<file path="src/hw/rd_engine_pkg.sv">
// Purpose: Shared constants and carrier types for the status and redirected read engine.
// Assumes: A slot layer below turns bus time slots into one-cycle strobes at 40 MHz.
// Notes: Constant names are used by the engine and by the verification side.
//
// Notes on behaviour
// - Command AAh, then address low, high.
// - Status bytes until page end, then CRC.
// - First status CRC covers command, address, bytes.
// - Status page ends at low digit 7/F.
// - Later status CRCs cover only page bytes.
// - After last status CRC, send ones.
// - Reset pulse aborts status read to idle.
// - Command A5h, then address low, high.
// - Redirection byte, CRC over command, address, byte.
// - Stream data to page end, then CRC.
// - Page CRC covers only bytes sent from page.
// - Next redirection byte with CRC of it alone.
// - Later pages stream from first byte onward.
// - After last data CRC, send ones.
// - Reset pulse ends extended read, drops output.
// - All bits travel least significant first.
// - Address above 7FFh loses top five bits.
// - Unimplemented status locations read FFh.
// - Redirection byte of page n at 100h+n.
package rd_engine_pkg;

	// -------------------------------------------------------------------
	// Commands, address space and CRC
	// -------------------------------------------------------------------
	localparam int ADDR_W = 11;
	localparam logic [7:0] CMD_READ_STATUS = 8'haa;
	localparam logic [7:0] CMD_EXT_READ = 8'ha5;
	localparam logic [ADDR_W-1:0] ADDR_LAST = 11'h7ff;
	localparam logic [ADDR_W-1:0] REDIR_BASE = 11'h100;
	localparam logic [ADDR_W-1:0] REDIR_END = 11'h13f;
	localparam logic [ADDR_W-1:0] WP_PAGE_BASE = 11'h000;
	localparam logic [ADDR_W-1:0] WP_REDIR_BASE = 11'h020;
	localparam logic [ADDR_W-1:0] USED_MAP_BASE = 11'h040;
	localparam logic [2:0] STATUS_PAGE_LAST = 3'h7;
	localparam logic [4:0] DATA_PAGE_LAST = 5'h1f;
	localparam logic [7:0] BLANK_BYTE = 8'hff;
	localparam logic [15:0] CRC_POLY_REFL = 16'ha001;
	localparam logic [15:0] CRC_CLEAR = 16'h0000;
	localparam logic [15:0] CRC_OUT_XOR = 16'h0000;
	localparam logic [4:0] BITS_BYTE = 5'h08;
	localparam logic [4:0] BITS_ADDR = 5'h10;
	localparam logic [4:0] BITS_CRC = 5'h10;

	// -------------------------------------------------------------------
	// Carrier types
	// -------------------------------------------------------------------
	typedef struct packed {
		logic wr;
		logic wbit;
		logic rd;
	} slot_t;

	typedef struct packed {
		logic en;
		logic status;
		logic [ADDR_W-1:0] addr;
	} mem_req_t;

	typedef enum logic [2:0] {
		ST_CMD, ST_ADDR, ST_FETCH, ST_BYTE, ST_CRC, ST_ONES, ST_IGNORE
	} eng_state_t;

endpackage

</file>
<file path="src/hw/rd_engine.sv">
// Purpose: Read status and extended read sequencer of a single-wire add-only memory.
// Assumes: Strobes are synchronous one-cycle pulses, at least three cycles apart.
// Notes: Memory answers combinationally in the cycle its request is raised.
`timescale 1ns/1ps

module rd_engine (
	input wire logic clk,
	input wire logic reset,
	input wire logic bus_rst,
	input wire rd_engine_pkg::slot_t slot,
	input wire logic [7:0] mem_rdata,
	output rd_engine_pkg::mem_req_t mem_req,
	output logic tx_bit,
	output logic busy
);
	import rd_engine_pkg::*;

	eng_state_t state_r;
	logic ext_r;
	logic redir_r;
	logic [ADDR_W-1:0] addr_r;
	logic [15:0] rx_r;
	logic [15:0] tx_r;
	logic [15:0] crc_r;
	logic [4:0] cnt_r;
	logic [7:0] fetch_byte;
	logic [ADDR_W-1:0] fetch_addr;
	logic last_bit;
	logic page_end;
	logic [15:0] rx_nxt;
	logic crc_in;

	// -------------------------------------------------------------------
	// CRC and status map helpers
	// -------------------------------------------------------------------
	// One reflected CRC step; data enters least significant bit first.
	function automatic logic [15:0] crc_step(input logic [15:0] c, input logic b);
		logic [15:0] r;
		r = c >> 1;
		if (c[0] ^ b) begin
			r = r ^ CRC_POLY_REFL;
		end
		return r;
	endfunction

	function automatic logic [15:0] crc_byte(input logic [15:0] c, input logic [7:0] d);
		logic [15:0] r;
		r = c;
		for (int i = 0; i < 8; i++) begin
			r = crc_step(r, d[i]);
		end
		return r;
	endfunction

	// Status locations outside the implemented windows hold nothing.
	function automatic logic status_impl(input logic [ADDR_W-1:0] a);
		return (a[ADDR_W-1:3] == WP_PAGE_BASE[ADDR_W-1:3]) ||
			(a[ADDR_W-1:3] == WP_REDIR_BASE[ADDR_W-1:3]) ||
			(a[ADDR_W-1:3] == USED_MAP_BASE[ADDR_W-1:3]) ||
			(a >= REDIR_BASE && a <= REDIR_END);
	endfunction

	// -------------------------------------------------------------------
	// Fetch address and byte
	// -------------------------------------------------------------------
	// Redirection bytes live in status space, one per 32-byte data page.
	always_comb begin
		if (redir_r) begin
			fetch_addr = REDIR_BASE + {5'h00, addr_r[10:5]};
		end else begin
			fetch_addr = addr_r;
		end
		if ((!ext_r || redir_r) && !status_impl(fetch_addr)) begin
			fetch_byte = BLANK_BYTE;
		end else begin
			fetch_byte = mem_rdata;
		end
	end

	assign mem_req.en = (state_r == ST_FETCH);
	assign mem_req.status = !ext_r || redir_r;
	assign mem_req.addr = fetch_addr;
	assign last_bit = slot.rd && (cnt_r == 5'h01);
	assign page_end = ext_r ? (addr_r[4:0] == DATA_PAGE_LAST) : (addr_r[2:0] == STATUS_PAGE_LAST);
	assign rx_nxt = {slot.wbit, rx_r[15:1]};
	assign busy = (state_r != ST_CMD) && (state_r != ST_IGNORE);

	// Address bits above the implemented range reach the CRC as zeros. A master
	// that sent a too-high address then sees a CRC that disagrees with its own,
	// which is the only warning it gets.
	always_comb begin
		crc_in = slot.wbit;
		if (state_r == ST_ADDR && cnt_r <= BITS_ADDR - 5'(ADDR_W)) begin
			crc_in = 1'b0;
		end
	end

	// -------------------------------------------------------------------
	// Sequencer
	// -------------------------------------------------------------------
	// A reset pulse beats every other event so no pending byte or CRC survives.
	always_ff @(posedge clk) begin
		if (reset || bus_rst) begin
			state_r <= ST_CMD;
			cnt_r <= BITS_BYTE;
			ext_r <= 1'b0;
			redir_r <= 1'b0;
			addr_r <= '0;
			rx_r <= '0;
			tx_r <= '1;
		end else begin
			unique case (state_r)
				ST_CMD: begin
					if (slot.wr) begin
						rx_r <= rx_nxt;
						cnt_r <= cnt_r - 5'h01;
						if (cnt_r == 5'h01) begin
							cnt_r <= BITS_ADDR;
							ext_r <= (rx_nxt[15:8] == CMD_EXT_READ);
							redir_r <= (rx_nxt[15:8] == CMD_EXT_READ);
							if (rx_nxt[15:8] == CMD_READ_STATUS || rx_nxt[15:8] == CMD_EXT_READ) begin
								state_r <= ST_ADDR;
							end else begin
								state_r <= ST_IGNORE;
							end
						end
					end
				end
				ST_ADDR: begin
					if (slot.wr) begin
						rx_r <= rx_nxt;
						cnt_r <= cnt_r - 5'h01;
						if (cnt_r == 5'h01) begin
							// Low byte arrived first, so it sits in the low half.
							addr_r <= rx_nxt[ADDR_W-1:0];
							state_r <= ST_FETCH;
						end
					end
				end
				ST_FETCH: begin
					tx_r <= {8'hff, fetch_byte};
					cnt_r <= BITS_BYTE;
					state_r <= ST_BYTE;
				end
				ST_BYTE: begin
					if (slot.rd) begin
						tx_r <= {1'b1, tx_r[15:1]};
						cnt_r <= cnt_r - 5'h01;
					end
					if (last_bit) begin
						cnt_r <= BITS_CRC;
						if (redir_r || page_end) begin
							state_r <= ST_CRC;
						end else begin
							addr_r <= addr_r + 11'h001;
							state_r <= ST_FETCH;
						end
					end
				end
				ST_CRC: begin
					if (slot.rd) begin
						tx_r <= {1'b1, tx_r[15:1]};
						cnt_r <= cnt_r - 5'h01;
					end
					if (last_bit) begin
						if (redir_r) begin
							redir_r <= 1'b0;
							state_r <= ST_FETCH;
						end else if (addr_r == ADDR_LAST) begin
							state_r <= ST_ONES;
						end else begin
							// The next page opens at its first byte.
							addr_r <= addr_r + 11'h001;
							redir_r <= ext_r;
							state_r <= ST_FETCH;
						end
					end
				end
				ST_ONES: begin
					tx_r <= '1;
				end
				ST_IGNORE: begin
					tx_r <= '1;
				end
			endcase
			// The CRC is handed out the moment the last byte bit is gone.
			if (state_r == ST_BYTE && last_bit && (redir_r || page_end)) begin
				tx_r <= crc_r ^ CRC_OUT_XOR;
			end
		end
	end

	// -------------------------------------------------------------------
	// CRC generator
	// -------------------------------------------------------------------
	// A whole byte is folded in when fetched; a reset before it is sent
	// discards the CRC anyway, so early folding changes nothing visible.
	always_ff @(posedge clk) begin
		if (reset || bus_rst) begin
			crc_r <= CRC_CLEAR;
		end else if ((state_r == ST_CMD || state_r == ST_ADDR) && slot.wr) begin
			crc_r <= crc_step(crc_r, crc_in);
		end else if (state_r == ST_FETCH) begin
			crc_r <= crc_byte(crc_r, fetch_byte);
		end else if (state_r == ST_CRC && last_bit) begin
			crc_r <= CRC_CLEAR;
		end
	end

	// -------------------------------------------------------------------
	// Read slot answer
	// -------------------------------------------------------------------
	// Idle, address and trailing states answer with ones.
	always_ff @(posedge clk) begin
		if (reset || bus_rst) begin
			tx_bit <= 1'b1;
		end else if (state_r == ST_BYTE || state_r == ST_CRC) begin
			tx_bit <= tx_r[0];
		end else begin
			tx_bit <= 1'b1;
		end
	end

endmodule

</file>
<file path="config.mk">
export PLATFORM = sky130hd
export DESIGN_NAME = rd_engine
export DESIGN_NICKNAME = d
export VERILOG_FILES = /design/src/hw/rd_engine_pkg.sv /design/src/hw/rd_engine.sv
export SDC_FILE = /design/constraint.sdc
export NUM_CORES = 1
export LEC_CHECK = 0
export ABC_AREA = 1
export BUFFER_PORTS_ARGS = -buffer_cell sky130_fd_sc_hd__buf_2
export CORE_AREA = 2 2 131 133
export CTS_CLUSTER_DIAMETER = 200
export CTS_CLUSTER_SIZE = 12
export DETAILED_ROUTE_END_ITERATION = 7
export DIE_AREA = 0 0 133 135
export MAX_ROUTING_LAYER = met4
export SLEW_MARGIN = 20
export SYNTH_ARGS = -nofsm -noshare
export SYNTH_HDL_FRONTEND = slang
export SYNTH_SLANG_ARGS = --single-unit
</file>
<file path="constraint.sdc">
create_clock -name clk -period 2.1 [get_ports clk]
set_input_delay 0.42 -clock clk [delete_from_list [all_inputs] [get_ports clk]]
set_output_delay 0.42 -clock clk [all_outputs]
set_load 0.05 [all_outputs]
</file>
==> flow_summary.toml <==
[yosys]
ys_seq_area_share_pct = 34.0
syn_inst = 604
postSynthAreaPerCell_sq_um = 6.72
ys_seq_elements = 69
syn_nets = 623
ys_warn_count = 0
ys_types = 41
synth_area_sq_mm = 0.00406

[sta]
fmax_mhz = 398
hold_violations = 0
tightest_slew_ns = 0.583
rsz0062_at_grt = "yes"
slew_violations = 0
fin_tns_setup_ns = -1.92
clock_skew_ns = 0.0136
finalSetupViolations = 8
timing.final.ws_setup_ns = -0.413
fin_crit_sh_pct = 120
finalCriticalPeriod_ns = 2.51
max-slew-margin-rel_pct = 61.0

[clock_tree]
h-tree-depth = 3
cts_max_path_buffers = 2
clock_sinks = 69
clkTransAtPathRegs_ns = 0.07
numCtsBuffers = 9
clock-root-buffer = "clkbuf_16"
clkLatencyLatePin_ns = 0.34
cts_tree = "done"
cts.hold.buffers_added = 0

[grt]
antenna_found_initial = 0
grt_pass1_wl_microns = 20600
overflow = 0
grt_pass1_vias = 4217
grt_max_degree = 29
grt.total_usage_pct = 14.7

[detailed_routing]
antenna_left = 0
wl_microns = 13500
drt_first_pass_iters = 5
wl_per_cell_microns = 14.2
drc = 0
drt_iter0_markers = 373
num_vias = 4545
vias_per_cell = 4.80

[power]
power-per-cell-area_mw_per_mm2 = 520
peakVddDrop_uv = 302
leakage_nw = 2.56
power_mw = 3.21

[cells_and_area]
final_common_cell = "nand2_1"
stdcell_area_sq_mm = 0.00618
area_growth_pct = 52.2
layout_common_cells = "nand2_1, buf_4, inv_1"
final_layout_size_suffix_gt1_share_pct = 38.6
nets = 740
antenna_cells = 0

[placed_design]
portBuffers = 28
place_hpwl_microns = 8840
gp_congestion = 0.861
place_area_sq_mm = 0.00504

[worst_setup_path]
r2r_setup_slack_ns = -0.41
rr_worst_depth = 23
end_kind = "flip-flop"
setup.worst_path.start = "redir_r"
endpoint = "crc_r[0]"
required_ns = 2.31
cp.arrival_ns = 2.72
worst_r2r_endpoint = "crc_r[0]"
critPathMaxFanout = 6
rr_startpoint = "redir_r"
crit_type = "reg2reg"
startpoint_type = "flip-flop"

[run_status]
status = "finished, violations left"
failed_checks = "negative setup slack"

[floorplan]
die-height_microns = 135
ioPinCount = 29
die_area_sq_mm = 0.0180
num_rows = 47
die_x_microns = 133
core-area_sq_mm = 0.0164
start_util_pct = 24.7

[hold_path]
hp-start = "slot[0]"
whs_path_depth = 4
hp-class = "in2reg"

[job]
cap_violations = 0
[cells by family after synthesis]
group | Yosys count | synth area share, %
AO/OA/AOI/OAI | 150 | 22.2
XOR/XNOR | 14 | 3.02
adder cells (fa/ha/maj) | 5 | 1.54
buffers and inverters | 106 | 10.2
flip-flops | 69 | 34.0
AND/OR/NAND/NOR | 260 | 29.0
[Yosys cell counts, drive strengths merged]
cell | n | area share [%]
a211oi | 3 | 0.55
a21oi | 38 | 4.8
a221oi | 1 | 0.22
a311oi | 1 | 0.22
a31oi | 26 | 4.0
a32oi | 1 | 0.22
buf | 4 | 0.68
clkbuf | 21 | 1.9
dfxtp | 69 | 34
ha | 5 | 1.5
inv | 81 | 7.6
nand2 | 149 | 15
nand3 | 42 | 6.5
nand3b | 1 | 0.18
nand4 | 2 | 0.31
nor2 | 49 | 4.5
nor3 | 9 | 1.1
nor3b | 1 | 0.18
nor4 | 4 | 0.62
o211ai | 4 | 0.74
o21a | 1 | 0.18
o21ai | 52 | 6.5
o221ai | 20 | 4.3
o22ai | 2 | 0.31
o311ai | 1 | 0.22
or2 | 2 | 0.31
or3 | 1 | 0.15
xnor2 | 3 | 0.65
xor2 | 11 | 2.4
[report_power, final]
part	internal, mW	total (mW)	leakage, nW	switching, mW
Sequential	1.33	1.35	0.562	0.0200
Clock	0.798	1.41	0.132	0.611
Combinational	0.190	0.457	1.86	0.267
Total	2.31	3.21	2.56	0.898
[timing repair]
item,4_1_cts,5_1_grt
gates cloned,4,2
gates resized for setup,49,112
setup endpoints to repair,25,44
pin swaps,9,35
setup buffers,8,15
[state kept, by name, indices dropped and copies added, names as in the netlist]
signal,count
state_r,3
addr_r,11
redir_r,1
cnt_r,5
ext_r,1
rx_r,15
tx_r,16
tx_bit,1
crc_r,16
[worst min-delay path by stage]
stage,end
2_1_floorplan,tx_bit
3_3_place_gp,rx_r[4]
3_5_place_dp,tx_r[4]
4_1_cts,cnt_r[2]
5_1_grt,cnt_r[2]
6_report,cnt_r[2]
[area by class of cell]
class / instances / area [sq um]
inverters: 81 / 318
repair buffers: 130 / 1060
multi-input cells: 429 / 2860
repair inverters: 1 / 7.51
flip-flops and latches: 69 / 1390
fillers: 1650 / 10200
clock buffers: 10 / 229
well taps: 220 / 275
clock inverters: 6 / 40.0
[metal layers]
metal / share of wire [%] / global-route usage [%]
met3: 4.7 / 2.36
met2: 49 / 23.4
met1: 45 / 19.0
met5: 0 / -
met4: 1.3 / 4.90
[worst max-delay path, stage by stage, from the launching register on]
cell	delay, ns
dfxtp_4	0.38
buf_6	0.10
nor2_4	0.03
nand2_2	0.05
nand2_2	0.06
o21ai_4	0.23
buf_12	0.18
nand2_8	0.06
nand2_2	0.07
nand2_2	0.08
nand2_4	0.11
nand2_4	0.08
nand2_4	0.09
nand3_4	0.10
nand2_4	0.12
nand2_4	0.06
nand3_4	0.10
nand2_4	0.08
nand2_2	0.07
nand3_2	0.09
nand2_2	0.09
nand2_2	0.05
nand3_2	0.06
a21oi_2	0.05
[through the flow]
step                hold WS [ns]  util, %  cells  setup WS (ns)
CTS                        0.374     34.7    933         -0.290
finish                     0.374     37.7    946         -0.413
global placement           0.466     30.7    905         -0.324
global route               0.406     37.7    946         -0.538
floorplan                  0.421        -    604         -0.232
detailed placement         0.469     30.7    905         -0.392
Power figures use the tool's default switching activity.
